===== config.mk =====
export PLATFORM = sky130hd
export DESIGN_NAME = ldr_device_flat
export DESIGN_NICKNAME = d
export VERILOG_FILES = /design/src/design/ldr_pkg.sv /design/src/design/ldr_link_if.sv /design/src/design/ldr_device.sv /design/src/flat_wrapper.sv
export SDC_FILE = /design/constraint.sdc
export NUM_CORES = 1
export LEC_CHECK = 0
export BUFFER_PORTS_ARGS = -buffer_cell sky130_fd_sc_hd__buf_2
export CELL_PAD_IN_SITES_DETAIL_PLACEMENT = 1
export CELL_PAD_IN_SITES_GLOBAL_PLACEMENT = 1
export CORE_ASPECT_RATIO = 1.5
export CORE_MARGIN = 3
export CORE_UTILIZATION = 51
export CTS_CLUSTER_SIZE = 16
export DETAILED_ROUTE_END_ITERATION = 12
export GPL_TIMING_DRIVEN = 1
export MAX_ROUTING_LAYER = met4
export PLACE_DENSITY = 0.82
export SETUP_SLACK_MARGIN = 0.15
export SLEW_MARGIN = 20
export SYNTH_ARGS = -nofsm -noshare
export SYNTH_HDL_FRONTEND = slang
export SYNTH_SLANG_ARGS = --single-unit

===== constraint.sdc =====
create_clock -name sys_clk -period 4.6 [get_ports sys_clk]
set_clock_uncertainty 0.15 [all_clocks]
set_input_delay 0.69 -clock sys_clk [delete_from_list [all_inputs] [get_ports sys_clk]]
set_output_delay 0.69 -clock sys_clk [all_outputs]
set_load 0.03 [all_outputs]

===== src/design/ldr_pkg.sv =====
// Shared constants for both ends of the LED driver control link.
// Assumes a 100 MHz system clock at both ends and a 16-bit serial frame.
package ldr_pkg;

	// ****************************************************************
	// Device register map (7-bit serial addresses)
	// ****************************************************************
	localparam logic [6:0] LDR_A_TGT1 = 7'h02;
	localparam logic [6:0] LDR_A_TGT2 = 7'h03;
	localparam logic [6:0] LDR_A_TGT3 = 7'h04;
	localparam logic [6:0] LDR_A_RANGE = 7'h05;
	localparam logic [6:0] LDR_A_HYST1 = 7'h0B;
	localparam logic [6:0] LDR_A_HYST2 = 7'h0C;
	localparam logic [6:0] LDR_A_HYST3 = 7'h0D;
	localparam logic [6:0] LDR_A_THR = 7'h0F;
	localparam logic [6:0] LDR_A_MEAS = 7'h38;
	localparam logic [6:0] LDR_A_STAT = 7'h3A;

	// ****************************************************************
	// Field positions and reset values
	// ****************************************************************
	localparam logic [7:0] LDR_RANGE_MASK = 8'h07;
	localparam logic [7:0] LDR_HYST_MASK = 8'h03;
	localparam logic [7:0] LDR_REG_RST = 8'h00;
	localparam logic [7:0] LDR_MEAS_NONE = 8'h00;
	localparam int LDR_ST_OK = 0;
	localparam int LDR_ST_ERR = 1;
	localparam int LDR_ST_UV = 2;
	localparam int LDR_ST_FAIL = 3;

	// ****************************************************************
	// Frame layout: bit 15 write, bits 14:8 address, bits 7:0 data
	// ****************************************************************
	localparam int LDR_FRAME_BITS = 16;
	localparam int LDR_F_WR = 15;
	localparam logic [4:0] LDR_CNT_ADDR = 5'h07;
	localparam logic [4:0] LDR_CNT_LAST = 5'h0F;
	localparam logic [4:0] LDR_CNT_DATA = 5'h08;

	// ****************************************************************
	// Device pin synchroniser bit positions
	// ****************************************************************
	localparam int LDR_P_SCLK = 13;
	localparam int LDR_P_CSB = 12;
	localparam int LDR_P_SDI = 11;
	localparam int LDR_P_EN = 10;
	localparam int LDR_P_PON = 9;
	localparam int LDR_P_POFF = 8;
	localparam int LDR_P_OT = 7;
	localparam int LDR_P_GF = 6;
	localparam int LDR_P_UP = 3;
	localparam int LDR_P_LO = 0;
	localparam logic [13:0] LDR_PIN_RST = 14'h1000;

	// ****************************************************************
	// Controller timing and APB map
	// ****************************************************************
	localparam int LDR_CLK_NS = 10;
	localparam int LDR_SCLK_NS = 80;
	localparam logic [1:0] LDR_HALF_CYC = 2'((LDR_SCLK_NS / 2) / LDR_CLK_NS - 1);
	localparam logic [7:0] LDR_APB_CMD = 8'h00;
	localparam logic [7:0] LDR_APB_STAT = 8'h04;

	typedef enum {LDR_OFF, LDR_OP, LDR_UV, LDR_FAIL} ldr_mode_e;
	typedef enum {LDR_IDLE, LDR_RUN, LDR_GAP} ldr_ctl_e;

endpackage


===== src/design/ldr_link_if.sv =====
// Serial link between the LED driver device and its controller.
// Assumes both ends run on their own copy of a 100 MHz clock.
`timescale 1ns/1ps
`default_nettype none
interface ldr_link_if;
	logic sclk;
	logic csb_n;
	logic sdi;
	logic sdo;
	logic sdo_oe;
	logic sdo_line;

	// An undriven data-out line reads low.
	assign sdo_line = sdo_oe ? sdo : 1'b0;

	modport dev (input sclk, input csb_n, input sdi, output sdo, output sdo_oe);
	modport ctl (output sclk, output csb_n, output sdi, input sdo_line);
endinterface
`default_nettype wire


===== src/design/ldr_device.sv =====
// Control and register logic of a three-channel hysteretic LED driver.
// Assumes pins and comparator results arrive asynchronously; the
// supply measurement arrives from logic on sys_clk with a valid strobe.
//
// Behaviour
// - Operation drops to undervoltage below threshold.
// - Undervoltage disables all outputs and gate supply.
// - Overtemperature or gate fault enters fail-silent; logic does so only from operation mode, not from undervoltage or off.
// - Fail-silent disables outputs, serial port stays.
// - Switch off above upper, on below lower.
// - Hysteresis width programmable per channel.
// - Supply measurement code readable at 0x38.
// - Measurement code zero means no result.
// - Code scales 0.3548 V per step minus 0.56.
// - Write to measurement raises no error.
// - Supply flag high above threshold, low below.
// - Threshold code writable at 0x0F, same scale.
// - Range bits 2:0 at 0x05 select sense.
// - Host writes zeros to range bits 7:3.
// - Target codes at 0x02, 0x03, 0x04.
// - Target code scale depends on range bit.
// - Host should prefer the low range.
// - Off mode disables serial port and outputs.
// - Leave off only with enable and power-on.
//
// Added by the designer: register access over APB.
`timescale 1ns/1ps
`default_nettype none
module ldr_device
	import ldr_pkg::*;
(
	// Clock and reset.
	input wire logic sys_clk,
	input wire logic nrst,
	// Serial link.
	ldr_link_if.dev link,
	// Chip pins and analog flags.
	input wire logic enable,
	input wire logic supply_above_pon,
	input wire logic supply_above_poff,
	input wire logic over_temp,
	input wire logic gate_fault,
	input wire logic [2:0] current_above_upper,
	input wire logic [2:0] current_below_lower,
	// Supply measurement from the converter.
	input wire logic meas_valid,
	input wire logic [7:0] meas_code,
	// Analog settings and drive outputs.
	output logic [2:0] gate_drive,
	output logic gate_supply_en,
	output logic [7:0] target_code_ch_one,
	output logic [7:0] target_code_ch_two,
	output logic [7:0] target_code_ch_three,
	output logic [2:0] range_sel,
	output logic [5:0] hyst_sel,
	output logic supply_ok_flag,
	output logic spi_error,
	output logic [1:0] mode_out
);

	// ****************************************************************
	// State
	// ****************************************************************
	typedef struct packed {
		logic [13:0] s1;
		logic [13:0] s2;
		logic sclk_d;
		ldr_mode_e mode;
		logic [4:0] cnt;
		logic [15:0] shin;
		logic [7:0] shout;
		logic sdo;
		logic sdo_oe;
		logic [2:0][7:0] tgt;
		logic [2:0][7:0] hyst;
		logic [7:0] range;
		logic [7:0] thr;
		logic [7:0] meas;
		logic err;
		logic [2:0] gate;
		logic gsup;
	} ldr_dev_s;

	ldr_dev_s q, d;

	// Registers that the host may write.
	function automatic logic is_rw(input logic [6:0] a);
		if (a >= LDR_A_TGT1 && a <= LDR_A_RANGE) begin
			is_rw = 1'b1;
		end else if (a >= LDR_A_HYST1 && a <= LDR_A_HYST3) begin
			is_rw = 1'b1;
		end else begin
			is_rw = (a == LDR_A_THR);
		end
	endfunction

	// Read value of any register; unmapped reads give zero.
	function automatic logic [7:0] rd_reg(input ldr_dev_s s, input logic [6:0] a, input logic ok);
		if (a >= LDR_A_TGT1 && a <= LDR_A_TGT3) begin
			rd_reg = s.tgt[2'(a - LDR_A_TGT1)];
		end else if (a == LDR_A_RANGE) begin
			rd_reg = s.range;
		end else if (a >= LDR_A_HYST1 && a <= LDR_A_HYST3) begin
			rd_reg = s.hyst[2'(a - LDR_A_HYST1)];
		end else if (a == LDR_A_THR) begin
			rd_reg = s.thr;
		end else if (a == LDR_A_MEAS) begin
			rd_reg = s.meas;
		end else if (a == LDR_A_STAT) begin
			rd_reg = {4'h0, s.mode == LDR_FAIL, s.mode == LDR_UV, s.err, ok};
		end else begin
			rd_reg = 8'h00;
		end
	endfunction

	// ****************************************************************
	// Next-state logic
	// ****************************************************************
	logic ok;
	logic rise;
	logic fall;
	logic [15:0] frame;

	// A zero code means no result yet, so it never trips undervoltage.
	assign ok = (q.meas == LDR_MEAS_NONE) || (q.meas >= q.thr);

	// Edges are found on the second synchroniser stage only.
	assign rise = q.s2[LDR_P_SCLK] & ~q.sclk_d;
	assign fall = ~q.s2[LDR_P_SCLK] & q.sclk_d;
	assign frame = {q.shin[14:0], q.s2[LDR_P_SDI]};

	always_comb begin
		d = q;
		d.s1 = {link.sclk, link.csb_n, link.sdi, enable, supply_above_pon,
			supply_above_poff, over_temp, gate_fault, current_above_upper,
			current_below_lower};
		d.s2 = q.s1;
		d.sclk_d = q.s2[LDR_P_SCLK];
		if (meas_valid) begin
			d.meas = meas_code;
		end

		// Mode machine; fail-silent only leaves through off mode.
		if (!q.s2[LDR_P_EN] || !q.s2[LDR_P_POFF]) begin
			d.mode = LDR_OFF;
		end else begin
			case (q.mode)
				LDR_OFF: begin
					if (q.s2[LDR_P_PON]) begin
						d.mode = LDR_OP;
					end
				end
				LDR_OP: begin
					if (q.s2[LDR_P_OT] || q.s2[LDR_P_GF]) begin
						d.mode = LDR_FAIL;
					end else if (!ok) begin
						d.mode = LDR_UV;
					end
				end
				LDR_UV: begin
					if (ok) begin
						d.mode = LDR_OP;
					end
				end
				default: begin
					d.mode = LDR_FAIL;
				end
			endcase
		end

		// Hysteretic switch control, only alive in operation mode.
		for (int i = 0; i < 3; i++) begin
			if (d.mode != LDR_OP) begin
				d.gate[i] = 1'b0;
			end else if (q.s2[LDR_P_UP + i]) begin
				d.gate[i] = 1'b0;
			end else if (q.s2[LDR_P_LO + i]) begin
				d.gate[i] = 1'b1;
			end
		end
		d.gsup = (d.mode == LDR_OP);

		// Serial slave: shut in off mode, alive in every other mode.
		if (q.mode == LDR_OFF || q.s2[LDR_P_CSB]) begin
			d.cnt = 5'h00;
			d.sdo = 1'b0;
			d.sdo_oe = 1'b0;
		end else begin
			d.sdo_oe = 1'b1;
			if (rise) begin
				d.shin = frame;
				d.cnt = q.cnt + 5'h01;
				if (q.cnt == LDR_CNT_ADDR) begin
					d.shout = rd_reg(q, frame[6:0], ok);
					if (frame[6:0] == LDR_A_STAT) begin
						d.err = 1'b0;
					end
					if (!frame[7] && !is_rw(frame[6:0]) && frame[6:0] != LDR_A_MEAS
						&& frame[6:0] != LDR_A_STAT) begin
						d.err = 1'b1;
					end
				end
				if (q.cnt == LDR_CNT_LAST && frame[LDR_F_WR]) begin
					if (frame[14:8] >= LDR_A_TGT1 && frame[14:8] <= LDR_A_TGT3) begin
						d.tgt[2'(frame[14:8] - LDR_A_TGT1)] = frame[7:0];
					end else if (frame[14:8] == LDR_A_RANGE) begin
						d.range = frame[7:0] & LDR_RANGE_MASK;
					end else if (frame[14:8] >= LDR_A_HYST1 && frame[14:8] <= LDR_A_HYST3) begin
						d.hyst[2'(frame[14:8] - LDR_A_HYST1)] = frame[7:0] & LDR_HYST_MASK;
					end else if (frame[14:8] == LDR_A_THR) begin
						d.thr = frame[7:0];
					end else if (frame[14:8] != LDR_A_MEAS) begin
						d.err = 1'b1;
					end
				end
			end
			// Read data leaves on falling edges after the address byte.
			if (fall && q.cnt >= LDR_CNT_DATA) begin
				d.sdo = q.shout[7];
				d.shout = {q.shout[6:0], 1'b0};
			end
		end
	end

	// ****************************************************************
	// Registers; settings survive every mode change.
	// ****************************************************************
	always_ff @(posedge sys_clk or negedge nrst) begin
		if (!nrst) begin
			q <= '{s1: LDR_PIN_RST, s2: LDR_PIN_RST, mode: LDR_OFF, default: '0};
		end else begin
			q <= d;
		end
	end

	// ****************************************************************
	// Outputs
	// ****************************************************************
	assign link.sdo = q.sdo;
	assign link.sdo_oe = q.sdo_oe;
	assign gate_drive = q.gate;
	assign gate_supply_en = q.gsup;
	assign target_code_ch_one = q.tgt[0];
	assign target_code_ch_two = q.tgt[1];
	assign target_code_ch_three = q.tgt[2];
	assign range_sel = q.range[2:0];
	assign hyst_sel = {q.hyst[2][1:0], q.hyst[1][1:0], q.hyst[0][1:0]};
	assign supply_ok_flag = ok;
	assign spi_error = q.err;
	assign mode_out = 2'(q.mode);

endmodule
`default_nettype wire


===== src/flat_wrapper.sv =====
// flat-port wrapper written by rule: the top's interface ports become plain ports
module ldr_device_flat import ldr_pkg::*;
  (sys_clk, nrst, enable, supply_above_pon, supply_above_poff, over_temp, gate_fault, current_above_upper, current_below_lower, meas_valid, meas_code, gate_drive, gate_supply_en, target_code_ch_one, target_code_ch_two, target_code_ch_three, range_sel, hyst_sel, supply_ok_flag, spi_error, mode_out, link_sclk, link_csb_n, link_sdi, link_sdo, link_sdo_oe);
  ldr_link_if link_i ();
  input wire logic sys_clk;
  input wire logic nrst;
  input wire logic enable;
  input wire logic supply_above_pon;
  input wire logic supply_above_poff;
  input wire logic over_temp;
  input wire logic gate_fault;
  input wire logic [2:0] current_above_upper;
  input wire logic [2:0] current_below_lower;
  input wire logic meas_valid;
  input wire logic [7:0] meas_code;
  output logic [2:0] gate_drive;
  output logic gate_supply_en;
  output logic [7:0] target_code_ch_one;
  output logic [7:0] target_code_ch_two;
  output logic [7:0] target_code_ch_three;
  output logic [2:0] range_sel;
  output logic [5:0] hyst_sel;
  output logic supply_ok_flag;
  output logic spi_error;
  output logic [1:0] mode_out;
  input wire logic [$bits(link_i.sclk)-1:0] link_sclk;
  input wire logic [$bits(link_i.csb_n)-1:0] link_csb_n;
  input wire logic [$bits(link_i.sdi)-1:0] link_sdi;
  output wire logic [$bits(link_i.sdo)-1:0] link_sdo;
  output wire logic [$bits(link_i.sdo_oe)-1:0] link_sdo_oe;
  assign link_i.sclk = link_sclk;
  assign link_i.csb_n = link_csb_n;
  assign link_i.sdi = link_sdi;
  assign link_sdo = link_i.sdo;
  assign link_sdo_oe = link_i.sdo_oe;
  ldr_device u_core (.sys_clk(sys_clk), .nrst(nrst), .link(link_i), .enable(enable), .supply_above_pon(supply_above_pon), .supply_above_poff(supply_above_poff), .over_temp(over_temp), .gate_fault(gate_fault), .current_above_upper(current_above_upper), .current_below_lower(current_below_lower), .meas_valid(meas_valid), .meas_code(meas_code), .gate_drive(gate_drive), .gate_supply_en(gate_supply_en), .target_code_ch_one(target_code_ch_one), .target_code_ch_two(target_code_ch_two), .target_code_ch_three(target_code_ch_three), .range_sel(range_sel), .hyst_sel(hyst_sel), .supply_ok_flag(supply_ok_flag), .spi_error(spi_error), .mode_out(mode_out));
endmodule

==> flow_metrics.env, run 1 <==
export IMPL_route_antenna_remaining_nets=0
export IMPL_drt_initial_drc_count=174
export IMPL_placed_instance_count=702
export IMPL_clock_path_buffers=2
export IMPL_proportion_of_layout_cells_with_a_drive_suffix_above_1_pct=30.12
export IMPL_grt_start_max_net_pins=122
export IMPL_cell_internal_pwr_uw=2217
export IMPL_status="finished, final reports clean"
export IMPL_die_y_um=142.0
export IMPL_synth_simple_gate_area_share_pct=9.787
export IMPL_slew_headroom_pct=32.45
export IMPL_cts_repair_resize_count=0
export IMPL_post_synth_xor_area_fraction_pct=0.4177
export IMPL_num_vias=4134
export IMPL_post_cts_repair_setup_buffers=0
export IMPL_post_route_drc_count=0
export IMPL_synth_area_per_cell_um2=12.41
export IMPL_yosys_warnings=0
export IMPL_tritoncts="done"
export IMPL_globalplace_congestion=0.8241
export IMPL_finalNetCount=608
export IMPL_rsz_0062_raised_after_global_routing="false"
export IMPL_synthMuxAreaShare_pct=13.31
export IMPL_synth_most_common_cell="sky130_fd_sc_hd__dfrtp_1"
export IMPL_fill_cells=1255
export IMPL_hpwl_mm=9.776
export IMPL_synth_compound_area_share_pct=8.594
export IMPL_power_share_combinational_pct=8.2
export IMPL_post_synth_top_area_cell="sky130_fd_sc_hd__dfrtp_1"
export IMPL_post_synth_fa_ha_maj_area_fraction_pct=2.984
export IMPL_clkSinkCount=145
export IMPL_proportion_of_synthesized_flip_flops_having_asynchronous_set_or_reset_pct=100.0
export IMPL_postRouteWirelength_mm=14.37
export IMPL_synth_enable_flop_cells=0
export IMPL_ioPinCount=68
export IMPL_worst_hold_path_type="flop to flop"
export IMPL_grt_first_pass_wirelength_mm=24.18
export IMPL_tightest_slew_ps=1011
export IMPL_synthTopCellsByCount="sky130_fd_sc_hd__dfrtp_1 (143), sky130_fd_sc_hd__mux2_2 (53), sky130_fd_sc_hd__buf_4 (38)"
export IMPL_antennaDiodeCount=0
export IMPL_core_area_um2=12020
export IMPL_antenna_found_initial=0
export IMPL_timing_critical_path_cells="inv_1 -> ha_1 -> nor3b_1 -> o21ai_0 -> a211oi_1 -> inv_1 -> buf_2"
export IMPL_vdd_ir_drop_max_mv=0.2772
export IMPL_synthesized_area_um2=6290
export IMPL_grt_pass1_vias=4667
export IMPL_power_density_nw_per_um2=427.9
export IMPL_portBuffers=67
export IMPL_finalSetupTns_ps=0
export IMPL_global_route_overflow_total=0
export IMPL_power_frac_seq_pct=47.3
export IMPL_grt_use_total_pct=23.21
export IMPL_cp_data_required_time_ps=3760
export IMPL_cp_end_kind="output port"
export IMPL_setup_viol_count_final=0
export IMPL_finalCriticalPeriod_ps=3423
export IMPL_max_stage_delay_ps=680
export IMPL_area_taken_by_multi_input_logic_gates_um2=2320
export IMPL_maxClockFrequency_ghz=0.2922
export IMPL_critical_path_top_cell_by_count="sky130_fd_sc_hd__inv_1"
export IMPL_total_switching_power_uw=846.8
export IMPL_synthesis_instances=507
export IMPL_area_share_of_the_largest_cell_type_after_synthesis_pct=56.89
export IMPL_worst_endpoint_arrival_ps=2580
export IMPL_route_detailed_vias_per_inst=5.632
export IMPL_synth_top_family_by_area="multiplexers"
export IMPL_power_leakage_uw=0.003443
export IMPL_number_of_hold_violations_in_the_final_report=0
export IMPL_fin_crit_sh_pct=74.40
export IMPL_synth_seq_area_share_pct=57.73
export IMPL_switching_share_pct=27.64
export IMPL_syn2layout_area_growth_pct=13.85
export IMPL_die_area_um2=13730
export IMPL_routedWlPerCell_um=19.57
export IMPL_ys_ff_latch=145
export IMPL_root_buffer="sky130_fd_sc_hd__clkbuf_16"
export IMPL_netlist_top_cells_area="sky130_fd_sc_hd__dfrtp_1 (57%), sky130_fd_sc_hd__mux2_2 (9.5%), sky130_fd_sc_hd__buf_4 (4.5%), sky130_fd_sc_hd__ha_1 (3.0%), sky130_fd_sc_hd__mux2i_1 (1.9%)"
export IMPL_clock_tree_htree_level_count=4
export IMPL_power_frac_clock_pct=44.5
export IMPL_floorplan_die_width_um=96.68
export IMPL_synth_distinct_cells=60
export IMPL_timing_worst_setup_path_type="flop to output port"
export IMPL_final_cells=734
export IMPL_floorplan_initialDensity_pct=52.34
export IMPL_timing_critical_path_slowest_stage_cell="sky130_fd_sc_hd__a211oi_1"
export IMPL_ys_dominant_reg_cell="sky130_fd_sc_hd__dfrtp_1"
export IMPL_seq_area_um2=3631
export IMPL_maxCapViolCount=0
export IMPL_register_clock_pin_slew_on_the_reported_worst_setup_and_hold_paths_ps=70
export IMPL_clock_latency_reported_for_the_late_side_of_the_worst_skew_pair_ps=420
export IMPL_hold_buf_cts=0
export IMPL_tritoncts_num_buffers=17
export IMPL_drt_pass1_iterations=5
export IMPL_finalMaxSlewViolations=0
export IMPL_path_max_fanout=5
export IMPL_cp_start_kind="flop"
export IMPL_rows=49
==> logic make-up after synthesis <==
group,count (synthesis)
XOR/XNOR,3
buffers and inverters,74
AND/OR/NAND/NOR,117
AO/OA/AOI/OAI,79
adder cells (fa/ha/maj),15
other,1
flip-flops,145
multiplexers,73
==> worst max-delay path, delay by kind of cell, from the launching register on <==
| kind | cells | cell delay, ps |
|---|---|---|
| flip-flops | 1 | 450 |
| AND/OR/NAND/NOR | 1 | 160 |
| AO/OA/AOI/OAI | 2 | 820 |
| adder cells (fa/ha/maj) | 1 | 300 |
| buffers and inverters | 3 | 430 |
==> cell usage in the layout (no fill, tap or decap), types with 5 or more instances in the layout <==
cell	n
sky130_fd_sc_hd__dfrtp_1	143
sky130_fd_sc_hd__buf_2	66
sky130_fd_sc_hd__mux2_2	53
sky130_fd_sc_hd__nand2_1	31
sky130_fd_sc_hd__conb_1	30
sky130_fd_sc_hd__nor2_1	25
sky130_fd_sc_hd__inv_1	18
sky130_fd_sc_hd__o21ai_0	17
sky130_fd_sc_hd__a21oi_1	17
sky130_fd_sc_hd__clkbuf_16	17
sky130_fd_sc_hd__ha_1	15
sky130_fd_sc_hd__nor4_1	13
sky130_fd_sc_hd__mux2i_1	12
sky130_fd_sc_hd__nor3_1	9
sky130_fd_sc_hd__a22o_1	9
sky130_fd_sc_hd__mux2_4	8
sky130_fd_sc_hd__nand3_1	7
sky130_fd_sc_hd__a221oi_1	6
sky130_fd_sc_hd__a22oi_1	5
==> final timing paths <==
path,from,slack (ps),cells past startpoint,to
max,u_core.q[5],1180,7,supply_ok_flag
min,u_core.d[144],190,0,u_core.q[144]
max reg2reg,u_core.frame[0],1530,7,u_core.q[80]
min reg2reg,u_core.d[144],190,0,u_core.q[144]
max in group asynchronous,nrst,3210,2,u_core.d[151]
min in group asynchronous,nrst,250,1,u_core.target_code_ch_two[4]
==> sequential cells by signal, indices dropped and copies added (netlist names), 2 cells and up <==
signal,count
u_core.target_code_ch_three,8
u_core.target_code_ch_one,8
u_core.target_code_ch_two,8
u_core.d,15
u_core.range_sel,3
u_core.frame,16
u_core.hyst_sel,6
u_core.gate_drive,3
u_core.mode_out,2
u_core.q,72
==> per-stage QoR <==
stage	setup slack, ps	power, µW	utilization, %	hold slack [ps]	cell area, µm²
after global routing	1018	3200	59.59	204.8	7161
after floorplan	2078	1601	-	181.2	6399
after CTS	1153	3095	59.57	198.3	7158
after global placement	1642	1699	54.64	181.8	6566
final	1177	3064	59.59	194.4	7161
after detailed placement	1608	1717	54.64	186.2	6566
==> power by group through the flow <==
stage / Combinational [µW] / Sequential (µW) / Clock [µW]
6_report: 250 / 1450 / 1360
2_1_floorplan: 179 / 1420 / 0
5_1_grt: 281 / 1460 / 1460
3_3_place_gp: 235 / 1460 / 0
4_1_cts: 253 / 1450 / 1390
3_5_place_dp: 245 / 1470 / 0
==> layer usage <==
metal	wire length [µm]	global-route usage [%]	part of all wire, %
met5	0	-	0
met2	7863	41.85	55
met4	504	11.09	3.5
met3	546	4.708	3.8
met1	5452	24.16	38
==> cell type report <==
type	count	area share (%)
inverter	18	0.9436
clock inverter	15	2.324
sequential	145	50.71
multi-input combinational	317	32.40
timing repair buffer	69	5.015
tap	153	2.673
clock buffer	17	5.941
Power figures use the tool's default switching activity.
==> run 2: changes to the inputs <==
--- a/config.mk
+++ b/config.mk
@@ -10,12 +10,12 @@
 export CELL_PAD_IN_SITES_GLOBAL_PLACEMENT = 1
 export CORE_ASPECT_RATIO = 1.5
 export CORE_MARGIN = 3
-export CORE_UTILIZATION = 51
+export CORE_UTILIZATION = 47
 export CTS_CLUSTER_SIZE = 16
 export DETAILED_ROUTE_END_ITERATION = 12
 export GPL_TIMING_DRIVEN = 1
 export MAX_ROUTING_LAYER = met4
-export PLACE_DENSITY = 0.82
+export PLACE_DENSITY = 0.77
 export SETUP_SLACK_MARGIN = 0.15
 export SLEW_MARGIN = 20
 export SYNTH_ARGS = -nofsm -noshare
==> constraint.sdc (replaced) <==
create_clock -name sys_clk -period 3.2 [get_ports sys_clk]
set_clock_uncertainty 0.15 [all_clocks]
set_input_delay 0.48 -clock sys_clk [delete_from_list [all_inputs] [get_ports sys_clk]]
set_output_delay 0.48 -clock sys_clk [all_outputs]
set_load 0.03 [all_outputs]
==> run 2 against run 1 <==
Worst setup slack got worse by 750 ps. Sequential power grew 42%. Sequential cell count unchanged. Power rose by 45%. Via count is 0.46% higher. Routed wire length is 2.0% higher. Worst hold slack got worse by 170 ps. Final cell count grew 4.2%. Register-to-register slack worse by 970 ps. Global-route usage shrank 1.4 points. Sequential share of layout area is 1.7 points lower. Count of clock-buffer cells in the layout is the same. Critical path type unchanged.
==> flow_metrics.env, run 2 (same netlist as run 1, synthesis figures left out) <==
export IMPL_timing_critical_path_cells="inv_1 -> ha_1 -> nor3b_1 -> o21ai_0 -> a211oi_1 -> buf_4 -> inv_1 -> buf_2"
export IMPL_antenna_found_initial=0
export IMPL_proportion_of_layout_cells_with_a_drive_suffix_above_1_pct=30.69
export IMPL_fill_cells=1346
export IMPL_slew_headroom_pct=55.69
export IMPL_whs_endpoint="u_core.d[152]"
export IMPL_finalMaxSlewViolations=0
export IMPL_grt_use_total_pct=21.85
export IMPL_root_buffer="sky130_fd_sc_hd__clkbuf_16"
export IMPL_clock_tree_htree_level_count=4
export IMPL_fin_crit_sh_pct=86.78
export IMPL_die_y_um=147.7
export IMPL_hold_buf_cts=13
export IMPL_finalNetCount=633
export IMPL_holdCritStartpoint="link_sdi"
export IMPL_grt_first_pass_wirelength_mm=23.94
export IMPL_global_route_overflow_total=0
export IMPL_r2r_setup_slack_ps=560
export IMPL_floorplan_die_width_um=100.5
export IMPL_rsz_0062_raised_after_global_routing="false"
export IMPL_critical_path_n_buffers_inverters=4
export IMPL_clock_latency_reported_for_the_late_side_of_the_worst_skew_pair_ps=420
export IMPL_post_route_drc_count=0
export IMPL_finalCriticalPeriod_ps=2777
export IMPL_vdd_ir_drop_max_mv=0.3939
export IMPL_register_clock_pin_slew_on_the_reported_worst_setup_and_hold_paths_ps=70
export IMPL_finalSetupTns_ps=0
export IMPL_path_max_fanout=5
export IMPL_portBuffers=67
export IMPL_worst_endpoint_arrival_ps=2150
export IMPL_clkSinkCount=145
export IMPL_power_leakage_uw=0.003562
export IMPL_worst_hold_path_type="input pin to flop"
export IMPL_hpwl_mm=10.04
export IMPL_timing_critical_path_slowest_stage_cell="sky130_fd_sc_hd__dfrtp_1"
export IMPL_hold_path_depth=1
export IMPL_die_area_um2=14840
export IMPL_syn2layout_area_growth_pct=17.74
export IMPL_cp_data_required_time_ps=2570
export IMPL_tightest_slew_ps=658.5
export IMPL_worst_r2r_path_depth=8
export IMPL_maxClockFrequency_ghz=0.3601
export IMPL_rows=51
export IMPL_grt_pass1_vias=4574
export IMPL_ioPinCount=68
export IMPL_maxCapViolCount=0
export IMPL_rr_endpoint="u_core.target_code_ch_three[6]"
export IMPL_core_area_um2=13020
export IMPL_setup_viol_count_final=0
export IMPL_tritoncts="done"
export IMPL_floorplan_initialDensity_pct=48.32
export IMPL_status="finished, final reports clean"
export IMPL_grt_start_max_net_pins=59
export IMPL_drt_pass1_iterations=4
export IMPL_postRouteWirelength_mm=14.65
export IMPL_clock_path_buffers=2
export IMPL_tritoncts_num_buffers=17
export IMPL_critical_path_top_cell_by_count="sky130_fd_sc_hd__inv_1"
export IMPL_total_power_uw=4434
export IMPL_antennaDiodeCount=0
export IMPL_cp_start_kind="flop"
export IMPL_cp_end_kind="output port"
export IMPL_max_flop_register="u_core.q"
export IMPL_drt_initial_drc_count=109
export IMPL_route_antenna_remaining_nets=0
export IMPL_post_cts_repair_setup_buffers=0
export IMPL_power_density_nw_per_um2=598.7
export IMPL_reg_to_reg_startpoint="u_core.q[119]"
export IMPL_final_core_util_pct=56.89
export IMPL_layout_cells_most_common_list="sky130_fd_sc_hd__dfrtp_1 (143), sky130_fd_sc_hd__buf_2 (66), sky130_fd_sc_hd__mux2_2 (53)"
export IMPL_cts_repair_resize_count=0
export IMPL_num_vias=4153
export IMPL_globalplace_congestion=0.8345
export IMPL_final_common_cell="sky130_fd_sc_hd__dfrtp_1"
export IMPL_max_stage_delay_ps=400
export IMPL_path_delay_family="buffers and inverters"
export IMPL_number_of_hold_violations_in_the_final_report=0
export IMPL_routedWlPerCell_um=19.16
export IMPL_largest_register_ffs=72
export IMPL_route_detailed_vias_per_inst=5.429
export IMPL_timing_worst_setup_path_type="flop to output port"
-- run 2: cell types whose count changed in the layout (fill, tap and decap cells not counted), sizes merged, moves of 2 or more --
cell,delta
dlygate4sd3,+14
inv,-2
buf,+12
clkinv,+4
-- run 2: area by class of cell --
type / instances / area [µm²] / area share, %
clock inverter: 15 / 183.9 / 2.484
sequential: 145 / 3631 / 49.03
inverter: 18 / 67.56 / 0.9123
tap: 159 / 198.9 / 2.686
multi-input combinational: 317 / 2320 / 31.32
clock buffer: 17 / 425.4 / 5.744
timing repair buffer: 94 / 579.3 / 7.822
-- run 2: through the flow --
stage | hold slack (ps) | cell area [µm²] | instances | setup WS (ps)
finish | 21.27 | 7406 | 765 | 422.9
detailed placement | 186.3 | 6656 | 719 | 634.4
global placement | 181.6 | 6656 | 719 | 644.1
CTS | 1.316 | 7396 | 764 | 397.0
global route | 5.916 | 7406 | 765 | 210.7
floorplan | 34.41 | 6399 | 536 | 678.4
-- run 2: worst max path at each step --
stage	startpoint	endpoint	slack [ps]	cells past startpoint
finish	u_core.q[5]	supply_ok_flag	420	8
global route	u_core.q[5]	supply_ok_flag	210	8
CTS	u_core.q[5]	supply_ok_flag	400	8
detailed placement	u_core.frame[4]	u_core.q[80]	630	6
global placement	u_core.frame[4]	u_core.q[86]	640	6
floorplan	u_core.frame[1]	u_core.q[82]	680	8
-- run 2: report_power, final --
| group | internal (µW) | switching [µW] | total [µW] | leakage (µW) |
|---|---|---|---|---|
| logic | 165 | 227 | 392 | 0.00142 |
| registers | 1930 | 130 | 2060 | 0.00185 |
| clock network | 1060 | 922 | 1980 | 0.000289 |
-- run 2: routing by layer --
metal / vias up / GRT usage (%) / routed length (µm) / share of wire, %
met4: 0 / 8.631 / 406 / 2.8
met5: - / - / 0 / 0
li1: 1910 / - / - / -
met2: 98 / 38.65 / 8130 / 55
met1: 2117 / 23.32 / 5519 / 38
met3: 28 / 5.005 / 598 / 4.1
